`config.mk`:
```
export PLATFORM = sky130hd
export DESIGN_NAME = dual_adc_seq
export DESIGN_NICKNAME = d
export VERILOG_FILES = /design/src/dual_adc_pkg.sv /design/src/dual_adc_fifo.sv /design/src/dual_adc_seq.sv
export SDC_FILE = /design/constraint.sdc
export NUM_CORES = 1
export LEC_CHECK = 0
export BUFFER_PORTS_ARGS = -buffer_cell sky130_fd_sc_hd__buf_4
export CAP_MARGIN = 20
export CORE_UTILIZATION = 35
export CTS_CLUSTER_DIAMETER = 30
export CTS_CLUSTER_SIZE = 30
export DETAILED_ROUTE_END_ITERATION = 10
export HOLD_SLACK_MARGIN = 0.12
export PLACE_DENSITY = 0.55
export SLEW_MARGIN = 20
export SYNTH_ARGS = -nofsm -noshare
export SYNTH_HDL_FRONTEND = slang
export SYNTH_HIERARCHICAL = 1
export SYNTH_SLANG_ARGS = --single-unit
```
`constraint.sdc`:
```
create_clock -name i_sys_clk -period 4.85 [get_ports i_sys_clk]
set_input_delay 0.97 -clock i_sys_clk [delete_from_list [all_inputs] [get_ports i_sys_clk]]
set_output_delay 0.97 -clock i_sys_clk [all_outputs]
set_load 0.02 [all_outputs]
```
`src/dual_adc_pkg.sv`:
```
// Shared constants and types for the dual-channel converter output sequencer.
// Assumes one system clock of 20 MHz; all pin timing is expressed in its cycles.
package dual_adc_pkg;

    localparam int unsigned DATA_W      = 10;
    localparam int unsigned RAW_W       = 12;
    localparam int unsigned PAIR_W      = 2 * DATA_W;
    localparam int unsigned FIFO_DEPTH  = 16;
    localparam int unsigned PIN_COUNT   = 6;

    // Pin positions inside the synchroniser vector
    localparam int unsigned PIN_CONV_CLK = 0;
    localparam int unsigned PIN_SLEEP    = 1;
    localparam int unsigned PIN_IDLE     = 2;
    localparam int unsigned PIN_BUS_SEL  = 3;
    localparam int unsigned PIN_FMT_SEL  = 4;
    localparam int unsigned PIN_GAIN     = 5;

    // Timing
    localparam int unsigned SYS_CLK_NS         = 50;
    localparam int unsigned OUTPUT_VALID_DELAY_NS = 21;
    localparam int unsigned OUTPUT_VALID_DELAY_CYC =
        (OUTPUT_VALID_DELAY_NS / SYS_CLK_NS < 1) ? 1 : OUTPUT_VALID_DELAY_NS / SYS_CLK_NS;
    localparam int unsigned MAX_SAMPLE_RATE_MSPS = 30;

    // Full-scale codes, two's complement inside the pipeline
    localparam logic [DATA_W-1:0] POS_FS_TWOS = 10'h1FF;
    localparam logic [DATA_W-1:0] NEG_FS_TWOS = 10'h200;
    localparam logic [DATA_W-1:0] POS_FS_OFFS = 10'h3FF;
    localparam logic [DATA_W-1:0] NEG_FS_OFFS = 10'h000;
    localparam logic signed [RAW_W-1:0] RAW_POS_LIM = 12'sh1FF;
    localparam logic signed [RAW_W-1:0] RAW_NEG_LIM = -12'sh200;

    // Reset values
    localparam logic [DATA_W-1:0]    WORD_RST = 10'h000;
    localparam logic [PIN_COUNT-1:0] PINS_RST = 6'h00;

    typedef enum logic [1:0] {
        ST_RUN   = 2'b00,
        ST_IDLE  = 2'b01,
        ST_SLEEP = 2'b11
    } power_state_t;

endpackage

```
`src/dual_adc_fifo.sv`:
```
// Word FIFO with registered output stage, valid/ready on both sides.
// Assumes writer and reader share the system clock.
module dual_adc_fifo
    import dual_adc_pkg::*;
#(
    parameter int unsigned WIDTH = PAIR_W,
    parameter int unsigned DEPTH = FIFO_DEPTH
) (
    input  wire logic             i_sys_clk,
    input  wire logic             i_nrst,
    input  wire logic             i_ce,
    input  wire logic             i_in_valid,
    input  wire logic [WIDTH-1:0] i_in_data,
    output logic                  o_in_ready,
    output logic                  o_out_valid,
    output logic [WIDTH-1:0]      o_out_data,
    input  wire logic             i_out_ready
);
    localparam int unsigned PTR_W = $clog2(DEPTH);

    logic [WIDTH-1:0] mem_q [DEPTH];
    logic [WIDTH-1:0] mem_d [DEPTH];
    logic [PTR_W-1:0] wr_q, wr_d, rd_q, rd_d;
    logic [PTR_W:0]   cnt_q, cnt_d;
    logic             ov_q, ov_d;
    logic [WIDTH-1:0] od_q, od_d;
    logic             push, load;

    always_comb begin
        mem_d = mem_q;
        wr_d  = wr_q;
        rd_d  = rd_q;
        cnt_d = cnt_q;
        ov_d  = ov_q;
        od_d  = od_q;
        push  = i_in_valid && (cnt_q != (PTR_W+1)'(DEPTH));
        load  = (!ov_q || i_out_ready) && (cnt_q != '0);
        if (ov_q && i_out_ready) begin
            ov_d = 1'b0;
        end
        if (load) begin
            od_d = mem_q[rd_q];
            ov_d = 1'b1;
            rd_d = PTR_W'(rd_q + 1'b1);
        end
        if (push) begin
            mem_d[wr_q] = i_in_data;
            wr_d        = PTR_W'(wr_q + 1'b1);
        end
        cnt_d = (PTR_W+1)'(cnt_q + push - load);
    end

    always_ff @(posedge i_sys_clk) begin
        if (!i_nrst) begin
            wr_q  <= '0;
            rd_q  <= '0;
            cnt_q <= '0;
            ov_q  <= 1'b0;
            od_q  <= '0;
        end else if (i_ce) begin
            wr_q  <= wr_d;
            rd_q  <= rd_d;
            cnt_q <= cnt_d;
            ov_q  <= ov_d;
            od_q  <= od_d;
        end
    end

    always_ff @(posedge i_sys_clk) begin
        if (i_ce) begin
            mem_q <= mem_d;
        end
    end

    assign o_in_ready  = (cnt_q != (PTR_W+1)'(DEPTH));
    assign o_out_valid = ov_q;
    assign o_out_data  = od_q;
endmodule

```
`src/dual_adc_seq.sv`:
```
// Dual-channel converter output sequencer: sampling, pipeline, clamp, format, bus modes.
// Assumes pins come from outside the system clock domain; raw samples come from same-clock logic.
// Operation
// - Sample I and Q together on falling edge
// - Parallel mode: I and Q on own buses
// - Mux mode: I after rise, Q after fall
// - Parallel latency is 2.5 clock cycles
// - Mux latency 2.5 for I, 3.0 for Q
// - Convert only with clock and pins low
// - Ten-bit result per channel, up to 30 MSPS; the 20 MHz pin sampling allows the code at most 10 MSPS
// - Below negative limit saturates negative full scale
// - Above positive limit saturates positive full scale
// - Select high parallel; low mux, Q low
// - Format low offset binary, high two's complement
// - Standby holds last conversion on outputs
// - Both pins high means sleep, outputs held
module dual_adc_seq
    import dual_adc_pkg::*;
(
    input  wire logic                    i_sys_clk,
    input  wire logic                    i_nrst,
    input  wire logic                    i_ce,
    input  wire logic                    i_conv_clk,
    input  wire logic                    i_sleep_request_pin,
    input  wire logic                    i_quick_idle_pin,
    input  wire logic                    i_bus_arrangement_select,
    input  wire logic                    i_code_format_select,
    input  wire logic                    i_gain_select,
    input  wire logic signed [RAW_W-1:0] i_chan_i_raw,
    input  wire logic signed [RAW_W-1:0] i_chan_q_raw,
    input  wire logic                    i_strm_ready,
    output logic [DATA_W-1:0]            o_bus_i,
    output logic [DATA_W-1:0]            o_bus_q,
    output logic                         o_iq_ind,
    output logic                         o_conv_active,
    output logic                         o_strm_valid,
    output logic [PAIR_W-1:0]            o_strm_data
);

    // Clamp to range set by gain, result in two's complement
    function automatic logic [DATA_W-1:0] sat_word(input logic signed [RAW_W-1:0] raw,
                                                   input logic gain_hi);
        logic signed [RAW_W-1:0] v;
        v = gain_hi ? (raw >>> 1) : raw;
        if (v > RAW_POS_LIM) begin
            return POS_FS_TWOS;
        end else if (v < RAW_NEG_LIM) begin
            return NEG_FS_TWOS;
        end
        return v[DATA_W-1:0];
    endfunction

    function automatic logic [DATA_W-1:0] fmt_word(input logic [DATA_W-1:0] v,
                                                   input logic twos);
        return twos ? v : {~v[DATA_W-1], v[DATA_W-2:0]};
    endfunction

    // Pin synchroniser
    logic [PIN_COUNT-1:0] pin_raw;
    logic [PIN_COUNT-1:0] meta_q, sync_q;
    logic                 cclk_prev_q;

    assign pin_raw = {i_gain_select, i_code_format_select, i_bus_arrangement_select,
                      i_quick_idle_pin, i_sleep_request_pin, i_conv_clk};

    always_ff @(posedge i_sys_clk) begin
        if (!i_nrst) begin
            meta_q      <= PINS_RST;
            sync_q      <= PINS_RST;
            cclk_prev_q <= 1'b0;
        end else if (i_ce) begin
            meta_q      <= pin_raw;
            sync_q      <= meta_q;
            cclk_prev_q <= sync_q[PIN_CONV_CLK];
        end
    end

    logic cclk_rise, cclk_fall, par_mode, twos_fmt, gain_hi;
    assign cclk_rise = sync_q[PIN_CONV_CLK] && !cclk_prev_q;
    assign cclk_fall = !sync_q[PIN_CONV_CLK] && cclk_prev_q;
    assign par_mode  = sync_q[PIN_BUS_SEL];
    assign twos_fmt  = sync_q[PIN_FMT_SEL];
    assign gain_hi   = sync_q[PIN_GAIN];

    // Power state
    power_state_t pwr_q, pwr_d;
    logic         act_q, act_d;

    always_comb begin
        unique case ({sync_q[PIN_SLEEP], sync_q[PIN_IDLE]})
            2'b00:        pwr_d = ST_RUN;
            2'b01:        pwr_d = ST_IDLE;
            2'b10, 2'b11: pwr_d = ST_SLEEP;
        endcase
        // Registered copy keeps the activity pin on a flop
        act_d = (pwr_d == ST_RUN);
    end

    always_ff @(posedge i_sys_clk) begin
        if (!i_nrst) begin
            pwr_q <= ST_SLEEP;
            act_q <= 1'b0;
        end else if (i_ce) begin
            pwr_q <= pwr_d;
            act_q <= act_d;
        end
    end

    // Data path
    logic [DATA_W-1:0] s0_i_q, s0_q_q, s1_i_q, s1_q_q, s2_i_q, s2_q_q, qpend_q;
    logic [DATA_W-1:0] s0_i_d, s0_q_d, s1_i_d, s1_q_d, s2_i_d, s2_q_d, qpend_d;
    logic [DATA_W-1:0] bus_i_q, bus_i_d, bus_q_q, bus_q_d;
    logic              ind_q, ind_d;
    logic              fifo_ready, fifo_push;
    logic [PAIR_W-1:0] fifo_word;
    logic              conv_en;
    logic [DATA_W-1:0] samp_i_w, samp_q_w;

    assign samp_i_w = sat_word(i_chan_i_raw, gain_hi);
    assign samp_q_w = sat_word(i_chan_q_raw, gain_hi);
    // Full stream buffer pauses conversion rather than dropping words
    assign conv_en  = (pwr_q == ST_RUN) && fifo_ready;

    always_comb begin
        s0_i_d    = s0_i_q;
        s0_q_d    = s0_q_q;
        s1_i_d    = s1_i_q;
        s1_q_d    = s1_q_q;
        s2_i_d    = s2_i_q;
        s2_q_d    = s2_q_q;
        qpend_d   = qpend_q;
        bus_i_d   = bus_i_q;
        bus_q_d   = bus_q_q;
        ind_d     = ind_q;
        fifo_push = 1'b0;
        fifo_word = {fmt_word(s2_i_q, twos_fmt), fmt_word(s2_q_q, twos_fmt)};
        if (conv_en && cclk_fall) begin
            s0_i_d = samp_i_w;
            s0_q_d = samp_q_w;
            if (!par_mode) begin
                bus_i_d = fmt_word(qpend_q, twos_fmt);
            end
            ind_d = 1'b0;
        end
        if (conv_en && cclk_rise) begin
            s1_i_d  = s0_i_q;
            s1_q_d  = s0_q_q;
            s2_i_d  = s1_i_q;
            s2_q_d  = s1_q_q;
            bus_i_d = fmt_word(s2_i_q, twos_fmt);
            bus_q_d = par_mode ? fmt_word(s2_q_q, twos_fmt) : WORD_RST;
            qpend_d = s2_q_q;
            ind_d   = 1'b1;
            fifo_push = 1'b1;
        end
    end

    // Registers keep their last word whenever conversion is stopped
    always_ff @(posedge i_sys_clk) begin
        if (!i_nrst) begin
            s0_i_q  <= WORD_RST;
            s0_q_q  <= WORD_RST;
            s1_i_q  <= WORD_RST;
            s1_q_q  <= WORD_RST;
            s2_i_q  <= WORD_RST;
            s2_q_q  <= WORD_RST;
            qpend_q <= WORD_RST;
            bus_i_q <= WORD_RST;
            bus_q_q <= WORD_RST;
            ind_q   <= 1'b0;
        end else if (i_ce) begin
            s0_i_q  <= s0_i_d;
            s0_q_q  <= s0_q_d;
            s1_i_q  <= s1_i_d;
            s1_q_q  <= s1_q_d;
            s2_i_q  <= s2_i_d;
            s2_q_q  <= s2_q_d;
            qpend_q <= qpend_d;
            bus_i_q <= bus_i_d;
            bus_q_q <= bus_q_d;
            ind_q   <= ind_d;
        end
    end

    dual_adc_fifo #(
        .WIDTH (PAIR_W),
        .DEPTH (FIFO_DEPTH)
    ) u_fifo (
        .i_sys_clk   (i_sys_clk),
        .i_nrst      (i_nrst),
        .i_ce        (i_ce),
        .i_in_valid  (fifo_push),
        .i_in_data   (fifo_word),
        .o_in_ready  (fifo_ready),
        .o_out_valid (o_strm_valid),
        .o_out_data  (o_strm_data),
        .i_out_ready (i_strm_ready)
    );

    assign o_bus_i       = bus_i_q;
    assign o_bus_q       = bus_q_q;
    assign o_iq_ind      = ind_q;
    assign o_conv_active = act_q;
endmodule
```
==> run metrics, run 1 <==
status=complete, no violations; DR vias/cell=4.99; yosys synthesis warning count=6; drt first pass iters=4; Main synth FF type=edfxtp_1; Routed WL per cell=20.5 µm; CTS tree=done; Post-synth top cells=edfxtp_1, nand2_1, dfxtp_1; gr ovfl total=0; maximum VDD drop=0.000246 V; Initial Util=35.7%; CP cell instances=nand2b_1, nor4b_1, and3_1, nand2_1, nor3_2, buf_4; Post-CTS Setup Bufs=0; Tot GR Track Use=16.2%; # setup viols final=0; post-synthesis sequential area ratio=68.9%; leak pwr=7.27 nW; Slew @ Worst Pin=1080 ps; # rows=82; Async S/R FF share, synth=0%; core area=50500 µm²; post_cts resized=0; final hold vios=0; final slew viol count=0; vias in the first global route=10600; RSZ-0062 raised after global routing=no; Post-Syn Nets=1207; pwr dens=538 nW/µm²; WS Path Type=reg2reg; initial antenna violation count=1; number of synthesized flops with an enable pin=320; Final period util=72.3%; fill count=4487; post-route setup slack=1340 ps; clk root buf=clkbuf_16; first-pass GRT wire length=64000 µm; die area=52500 µm²; HP Class=reg2reg; largest net degree at the start of global routing=66; Remaining DRCs=0; Sink Count=461; Arr. time, crit path=3780 ps; Final min period=3510 ps; Area growth, synth to finish=25.6%; post-synthesis cell type count=52; most frequent cell after synthesis=edfxtp_1; CP Capture Type=flip-flop; Yosys reg bits=461; final wirelength=41800 µm; top cell type's share of synthesized area=53.3%; Max Clk Rate=285 MHz; Final Core Density=44.9%; crit-path max FO=13; MaxCap Viol Count=0; syn_area_per_cell=15.5 µm²; Max stage delay on crit path=740 ps; Cells after Synth=1162; Req. time, crit path=5120 ps; Die H=229 µm; die width=229 µm; share of cells above drive strength 1=28.9%; fin nets=1335; critical path startpoint category=flip-flop; TritonCTS Buffers=94; Synth area leaders=edfxtp_1, dfxtp_1, mux4_2; Synth Cell Area=18000 µm²; depth of the CTS H-tree=3; CTS clock-pin slew for the worst setup and hold paths=50 ps; I/O pin total=77; hold_buf cts=0; Post-DRT Antenna Nets=0; post-placement setup slack=1310 ps; I/O Buffers=76; Skew-Pair Late Insertion Delay=610 ps; critical path's slowest cell=nor4b_1; vias=10200; worst-case clock buffer depth=3; setup_tns=0 ps; relative max-transition margin=27.8%; GP Congestion=0.741; Iter 0 DRT Violations=701; CP delay by family, top=simple AND/OR/NAND/NOR gates; DP HPWL=24500 µm; Fin Clk Skew=20.2 ps; cell taking the most area after synthesis=edfxtp_1; worst path bufs/invs=1
==> cells by family (layout without fill, tap and decap cells) <==
logic type,count (synthesis),count (layout),share of synthesized area [%]
DFF,461,461,68.9
and+or+nand+nor,299,299,7.63
AOI/OAI and AO/OA,152,152,6.41
muxes,140,140,13.3
buffers and inverters,89,296,2.43
adders and majority gates,11,11,0.805
xor gates and xnor gates,10,10,0.486
other,0,2,0
==> report_power, final <==
part / leakage, nW / internal, mW / switching, mW
clock network: 1.58 / 4.43 / 2.04
registers: 3.71 / 4.27 / 0.185
logic: 1.97 / 0.619 / 0.650
==> final cells by class <==
type / instances / area, µm² / share of cell area [%]
clock inverters: 63 / 702 / 3.10
inverters: 12 / 45.0 / 0.199
diodes: 2 / 5.00 / 0.0221
multi-input cells: 612 / 5230 / 23.1
clock buffers: 112 / 2550 / 11.3
well taps: 672 / 841 / 3.71
repair buffers: 109 / 831 / 3.67
flip-flops and latches: 461 / 12400 / 54.9
==> through the flow <==
step                hold slack, ps  cell area, µm²  power [mW]  std cells
finish                         447           22600        12.2       2043
global route                   471           22600        12.6       2041
global placement               439           19400        5.81       1866
floorplan                      431           18000        5.44       1162
CTS                            449           22600        12.3       2041
detailed placement             442           19400        5.82       1866
==> cells in the final DEF, fill, tap and decap left out, types with 9 or more instances in the layout <==
master and count:
a21boi_0 9, a21oi_1 78, a311oi_1 9, buf_4 108, bufinv_16 13, clkbuf_1 9, clkbuf_16 98, clkinv_1 14
clkinv_2 16, clkinv_4 9, dfxtp_1 138, edfxtp_1 320, ha_1 10, inv_1 10, mux2i_1 60, mux4_2 80
nand2_1 166, nand2b_1 10, nand3_1 48, nor2_1 23, nor2_2 12, nor2b_1 13, o221a_1 14, o221ai_2 20
xnor2_1 9
==> worst paths after layout <==
kind,to,cells past startpoint,start,slack [ps]
max,u_fifo/mem_q[271]$_DFFE_PP_,6,sync_q[0]$_SDFFE_PN0P_,1340
min,s2_i_q[9]$_SDFFE_PN0P_,2,s1_i_q[9]$_SDFFE_PN0P_,450
max reg2reg,u_fifo/mem_q[271]$_DFFE_PP_,6,sync_q[0]$_SDFFE_PN0P_,1340
min reg2reg,s2_i_q[9]$_SDFFE_PN0P_,2,s1_i_q[9]$_SDFFE_PN0P_,450
==> routing by layer <==
metal,global-route usage [%],up-vias,share of wire (%),routed length [µm]
li1,-,4742,-,-
met2,25.2,252,46,19300
met3,3.91,74,5.2,2190
met4,5.21,0,2.0,830
met1,22.3,5134,47,19500
met5,0,-,0,0
==> flip-flops by register name, indices dropped and copies added (netlist names) <==
signal and cells:
cclk_prev_q 1, meta_q 6, o_bus_i 10, o_bus_q 10, o_conv_active 1, o_iq_ind 1, pwr_q 2, qpend_q 10
s0_i_q 10, s0_q_q 10, s1_i_q 10, s1_q_q 10, s2_i_q 10, s2_q_q 10, sync_q 6, u_fifo/cnt_q 5
u_fifo/mem_q 320, u_fifo/o_out_data 20, u_fifo/o_out_valid 1, u_fifo/rd_q 4, u_fifo/wr_q 4
==> worst reg2reg max path, stage by stage, from the launching register on <==
cell      delay [ps]
dfxtp_1          430
nand2b_1         330
nor4b_1          740
and3_1           480
nand2_1          230
nor3_2           570
buf_4            390
(Power assumes the default switching activity.)
==> run 2, diff against run 1 <==
PLACE_DENSITY = 0.57   (was 0.55)
clock period = 2.9 ns   (was 4.85 ns; I/O delays follow)
==> run 2 against run 1 <==
Global-route usage is 0.95 points lower. Power is 69% higher. Clock skew is 2.2 ps lower. Non-clock buffer count is 16 higher. Count of clock-buffer cells in the layout is 7 higher. Design area is 2.0% higher. Critical endpoint is now u_fifo/cnt_q[4]$_SDFFE_PN0P_.
==> run metrics, run 2 (same netlist as run 1, synthesis figures left out) <==
Sink Count=461 (unchanged); worst r2r path cells=15 (+9); GP Congestion=0.753 (+1.7%); final wirelength=39300 µm (-6.1%); status=complete, no violations; I/O pin total=77 (unchanged); Placed Cells=1882 (+0.86%); Initial Util=35.7% (unchanged); initial antenna violation count=0 (-1); vias=10300 (+0.97%); final hold vios=0 (unchanged); depth of the CTS H-tree=3 (unchanged); Final Core Density=45.8% (+0.89 points); Req. time, crit path=3430 ps (-1690 ps); Tot GR Track Use=15.2% (-0.95 points); Die H=229 µm (unchanged); relative max-transition margin=46.6% (+19 points); CP cell instances=inv_2, ha_4, nand4bb_1, nor4b_4, nor2_1, a31o_2, nor2_1, ha_2, inv_1, fa_1, nand2b_4, a21oi_4, o21ai_1, a21boi_1, mux2i_1; WS Path Type=reg2reg; Skew-Pair Late Insertion Delay=610 ps (about the same); Max Clk Rate=373 MHz (+31%); hold_ws=221 ps (-227 ps); DP HPWL=24200 µm (-1.1%); maximum VDD drop=0.000651 V (+160%); first-pass GRT wire length=61400 µm (-4.1%); CTS tree=done; Fin Clk Skew=18.0 ps (-2.23 ps); MaxCap Viol Count=0 (unchanged); core area=50500 µm² (unchanged); crit-path max FO=3 (-10); worst-case clock buffer depth=3 (unchanged); capture point of the critical path=u_fifo/cnt_q[4]$_SDFFE_PN0P_; # setup viols final=0 (unchanged); fin nets=1355 (+1.5%); Largest register FFs=320 (unchanged); drt first pass iters=5 (+1); Post-DRT Antenna Nets=0 (unchanged); CP Capture Type=flip-flop; CP delay by family, top=adder cells; Routed WL per cell=19.0 µm (-7.1%); CP startpoint=u_fifo/cnt_q[3]$_SDFFE_PN0P_; post-route setup slack=217 ps (-1120 ps); die area=52500 µm² (unchanged); Arr. time, crit path=3210 ps (-570 ps); critical path startpoint category=flip-flop; share of cells above drive strength 1=31.0% (+2.1 points); clk root buf=clkbuf_16; hold_buf cts=0 (unchanged); Slew @ Worst Pin=800 ps (-283 ps); setup_tns=0 ps (unchanged); DR vias/cell=4.99 (-0.15%); post-placement setup slack=-84.6 ps (-1390 ps); final slew viol count=0 (unchanged); Max stage delay on crit path=380 ps (-360 ps); Remaining DRCs=0 (unchanged); largest net degree at the start of global routing=62 (-6.1%); HP Class=in2reg; Iter 0 DRT Violations=727 (+3.7%); RSZ-0062 raised after global routing=no; worst path bufs/invs=2 (+1); Final period util=92.5% (+20 points); Top reg by flops=u_fifo/mem_q; CTS clock-pin slew for the worst setup and hold paths=50 ps (about the same); critical path's slowest cell=fa_1; CP dominant cell by count=nor2_1; Reg2Reg Setup Slack=220 ps (-1120 ps); Stages on worst setup path=15 (+9); commonest non-fill, non-tap cell in the layout=edfxtp_1; commonest non-fill, non-tap cells in the layout=edfxtp_1, nand2_1, dfxtp_1; vias in the first global route=10600 (-0.31%); Post-Layout Cell Count=2066 (+1.1%); die width=229 µm (unchanged); leak pwr=7.56 nW (+4.0%); r2r startpoint=u_fifo/cnt_q[3]$_SDFFE_PN0P_; TritonCTS Buffers=98 (+4.3%); worst r2r dst=u_fifo/cnt_q[4]$_SDFFE_PN0P_; pwr dens=890 nW/µm² (+65%); # rows=82 (unchanged); I/O Buffers=76 (unchanged); Final min period=2680 ps (-826 ps); Area growth, synth to finish=28.1%; gr ovfl total=0 (unchanged)
-- run 2: cell count changes in the layout (fill, tap and decap cells not counted), moves of 5 or more --
cell / before / now
buf_12: 1 / 19
clkinv_4: 9 / 14
bufinv_16: 13 / 6
inv_8: 0 / 7
clkinv_2: 16 / 6
inv_6: 4 / 14
clkinv_1: 14 / 7
clkbuf_8: 5 / 10
-- run 2: where the power goes --
| group | leakage, nW | switching [mW] | internal (mW) |
|---|---|---|---|
| Combinational | 2.16 | 1.29 | 1.19 |
| Clock | 1.60 | 3.69 | 7.09 |
| Sequential | 3.80 | 0.150 | 7.13 |
-- run 2: how the worst min path moves through the flow --
stage                                 from                     end  slack, ps  cells past startpoint
global placement    s1_q_q[8]$_SDFFE_PN0P_  s2_q_q[8]$_SDFFE_PN0P_        440                      2
CTS                          i_gain_select  meta_q[5]$_SDFFE_PN0P_        200                      3
global route                 i_gain_select  meta_q[5]$_SDFFE_PN0P_        230                      3
detailed placement  s1_i_q[0]$_SDFFE_PN0P_  s2_i_q[0]$_SDFFE_PN0P_        440                      2
floorplan           s0_i_q[9]$_SDFFE_PN0P_  s1_i_q[9]$_SDFFE_PN0P_        430                      2
finish                       i_gain_select  meta_q[5]$_SDFFE_PN0P_        220                      3
-- run 2: stage by stage --
| stage | cell area (µm²) | power (mW) |
|---|---|---|
| after floorplan | 18100 | 9.13 |
| after global placement | 19800 | 9.81 |
| after detailed placement | 19800 | 9.83 |
| after CTS | 23100 | 20.7 |
| after global routing | 23100 | 21.3 |
| final | 23100 | 20.5 |
-- run 2: worst reg2reg max path: stages (launching register included) --
cell	delay, ps
dfxtp_1	330
inv_2	60
ha_4	160
nand4bb_1	110
nor4b_4	230
nor2_1	80
a31o_2	210
nor2_1	100
ha_2	180
inv_1	50
fa_1	380
nand2b_4	170
a21oi_4	120
o21ai_1	70
a21boi_1	190
mux2i_1	190
-- run 2: repair_timing --
item,in CTS,in global routing
pin swaps,0,3
gates resized for setup,2,10
setup endpoints to repair,1,1
setup buffers,0,0
-- run 2: per-layer routing --
layer	global-route usage, %	vias to the layer above	wire length (µm)
met3	4.03	61	2260
met5	0	-	0
met4	5.04	0	746
li1	-	4788	-
met2	24.2	276	18500
met1	20.3	5176	17800
-- run 2: final cells by class --
cell class / count / area, µm²
clock inverters: 64 / 666
flip-flops and latches: 461 / 12400
well taps: 672 / 841
fillers: 4397 / 27400
multi-input cells: 612 / 5300
repair buffers: 125 / 1180
clock buffers: 119 / 2630
inverters: 12 / 45.0
diodes: 1 / 2.50
==> run 3, diff against run 2 <==
BUFFER_PORTS_ARGS = -buffer_cell sky130_fd_sc_hd__buf_2   (was -buffer_cell sky130_fd_sc_hd__buf_4)
PLACE_DENSITY = 0.55   (was 0.57)
clock period = 3.2 ns   (was 2.9 ns; I/O delays follow)
==> run 3 against run 2 <==
Design area down 3.1%. Setup slack better by 38 ps. Fmax decreased by 8.9%. Worst hold slack improved by 56 ps. Largest cell class unchanged.
==> run metrics, run 3 (same netlist as run 1, synthesis figures left out) <==
NetSw=4.41 mW (-14%); final slew viol count=0 (unchanged); hold_buf cts=0 (unchanged); Skew-Pair Late Insertion Delay=610 ps (about the same); largest net degree at the start of global routing=61 (-1.6%); DP HPWL=24900 µm (+2.8%); first-pass GRT wire length=61500 µm (about the same); Iter 0 DRT Violations=724 (-0.41%); Final min period=2950 ps (+262 ps); Sink Count=461 (unchanged); post-route setup slack=255 ps (+37.6 ps); Sw Ratio=25.1% (+0.086 points); Die H=229 µm (unchanged); status=complete, no violations; Largest register FFs=320 (unchanged); Tot GR Track Use=15.3% (+0.066 points); critical path startpoint category=flip-flop; CTS clock-pin slew for the worst setup and hold paths=40 ps (about the same); WS Path Type=reg2reg; I/O pin total=77 (unchanged); commonest non-fill, non-tap cells in the layout=edfxtp_1, nand2_1, dfxtp_1; CTS tree=done; vias in the first global route=10500 (-0.93%); DR vias/cell=4.95 (-0.81%); core area=50500 µm² (unchanged); GP Congestion=0.727 (-3.4%); Fin Clk Skew=20.7 ps (+2.76 ps); TritonCTS Buffers=91 (-7.1%); Slew @ Worst Pin=887 ps (+86.4 ps); depth of the CTS H-tree=3 (unchanged); vias=10200 (-1.4%); Hold Path Stages=3 (unchanged); CP Capture Type=flip-flop; Post-DRT Antenna Nets=0 (unchanged); Multi-input gate area=5250 µm² (-0.80%); maximum VDD drop=0.000371 V (-43%); crit-path max FO=3 (unchanged); relative max-transition margin=40.9% (-5.7 points); pwr dens=787 nW/µm² (-11%); worst r2r path cells=15 (unchanged); HP Class=in2reg; Final period util=92.0% (-0.47 points); die area=52500 µm² (unchanged); Area growth, synth to finish=24.0%; final wirelength=39500 µm (+0.70%); leak pwr=7.16 nW (-5.2%); fin nets=1350 (-0.37%); initial antenna violation count=0 (unchanged); # setup viols final=0 (unchanged); die width=229 µm (unchanged); clk root buf=clkbuf_16; Arr. time, crit path=3470 ps (+260 ps); fill count=4497 (+2.3%); # rows=82 (unchanged); I/O Buffers=76 (unchanged); MaxCap Viol Count=0 (unchanged); Remaining DRCs=0 (unchanged); Routed WL per cell=19.2 µm (+1.3%); Initial Util=35.7% (unchanged); Int Power=13.2 mW (-14%); Req. time, crit path=3730 ps (+300 ps); Max Clk Rate=340 MHz (-8.9%); register share of total power=37.9% (+2.4 points); gr ovfl total=0 (unchanged); post-placement setup slack=137 ps (+222 ps); Gate power share=11.7% (-0.4 points); drt first pass iters=5 (unchanged); final hold vios=0 (unchanged); worst-case clock buffer depth=3 (unchanged); commonest non-fill, non-tap cell in the layout=edfxtp_1; Top reg by flops=u_fifo/mem_q; share of cells above drive strength 1=29.1% (-1.9 points); setup_tns=0 ps (unchanged); Seq. cell area=12400 µm² (about the same); clock group share of total power=50.4% (-2.1 points)
run 3: changes by cell type in the layout (fill, tap and decap cells not counted), sizes merged:
| cell | before | now |
|---|---|---|
| inv | 32 | 15 |
| clkinv | 30 | 39 |
| clkbuf | 119 | 113 |
| buf | 125 | 127 |
run 3: final cells by class:
| class | count | share of cell area, % |
|---|---|---|
| antenna | 1 | 0.0112 |
| inverter | 12 | 0.201 |
| sequential | 461 | 55.6 |
| timing repair buffer | 127 | 3.75 |
| clock inverter | 56 | 2.47 |
| clock buffer | 113 | 10.7 |
| multi-input combinational | 612 | 23.5 |
| tap | 672 | 3.76 |
run 3: worst max-delay path, cell delays in order, from the launching register on:
cell       delay (ps)
dfxtp_1           340
inv_1              70
ha_1              220
nand4bb_1         110
nor4b_2           270
nor2_1             80
a31o_2            210
nor2_1            110
ha_1              200
inv_1              60
fa_1              380
nand2b_1          170
a21oi_1           160
o21ai_0            80
a21boi_0          220
mux2i_1           200
run 3: metrics by stage:
| stage | hold slack (ps) | instance area [µm²] | instances | util [%] | power, mW |
|---|---|---|---|---|---|
| after floorplan | 431 | 18100 | 1162 | - | 8.25 |
| after global placement | 438 | 19400 | 1884 | 38.5 | 8.86 |
| after detailed placement | 444 | 19400 | 1884 | 38.5 | 8.87 |
| after CTS | 252 | 22400 | 2053 | 44.3 | 17.8 |
| after global routing | 281 | 22400 | 2053 | 44.3 | 18.3 |
| final | 276 | 22400 | 2054 | 44.3 | 17.6 |
run 3: path summary, 6_finish.rpt:
path / start / end / slack, ps
max: u_fifo/cnt_q[2]$_SDFFE_PN0P_ / u_fifo/cnt_q[4]$_SDFFE_PN0P_ / 250
min: i_gain_select / meta_q[5]$_SDFFE_PN0P_ / 280
max reg2reg: u_fifo/cnt_q[2]$_SDFFE_PN0P_ / u_fifo/cnt_q[4]$_SDFFE_PN0P_ / 250
min reg2reg: s1_i_q[0]$_SDFFE_PN0P_ / s2_i_q[0]$_SDFFE_PN0P_ / 450
run 3: per-layer routing:
| metal | global-route usage (%) | wire (µm) | vias to the layer above |
|---|---|---|---|
| met2 | 24.4 | 18700 | 213 |
| met3 | 3.61 | 1780 | 64 |
| met5 | 0 | 0 | - |
| met4 | 5.08 | 755 | 0 |
| met1 | 20.6 | 18300 | 5116 |
| li1 | - | - | 4765 |
run 3: timing repair:
item                       CTS  global route
gates resized for setup      0             1
buffers inserted             0             0
setup endpoints to repair    0             1
run 3: power groups by stage:
| stage | Combinational [mW] | Sequential [mW] | Clock [mW] |
|---|---|---|---|
| 2_1_floorplan | 1.48 | 6.77 | 0 |
| 3_3_place_gp | 2.06 | 6.79 | 0 |
| 3_5_place_dp | 2.08 | 6.79 | 0 |
| 4_1_cts | 2.10 | 6.68 | 9.05 |
| 5_1_grt | 2.24 | 6.70 | 9.32 |
| 6_report | 2.06 | 6.67 | 8.88 |
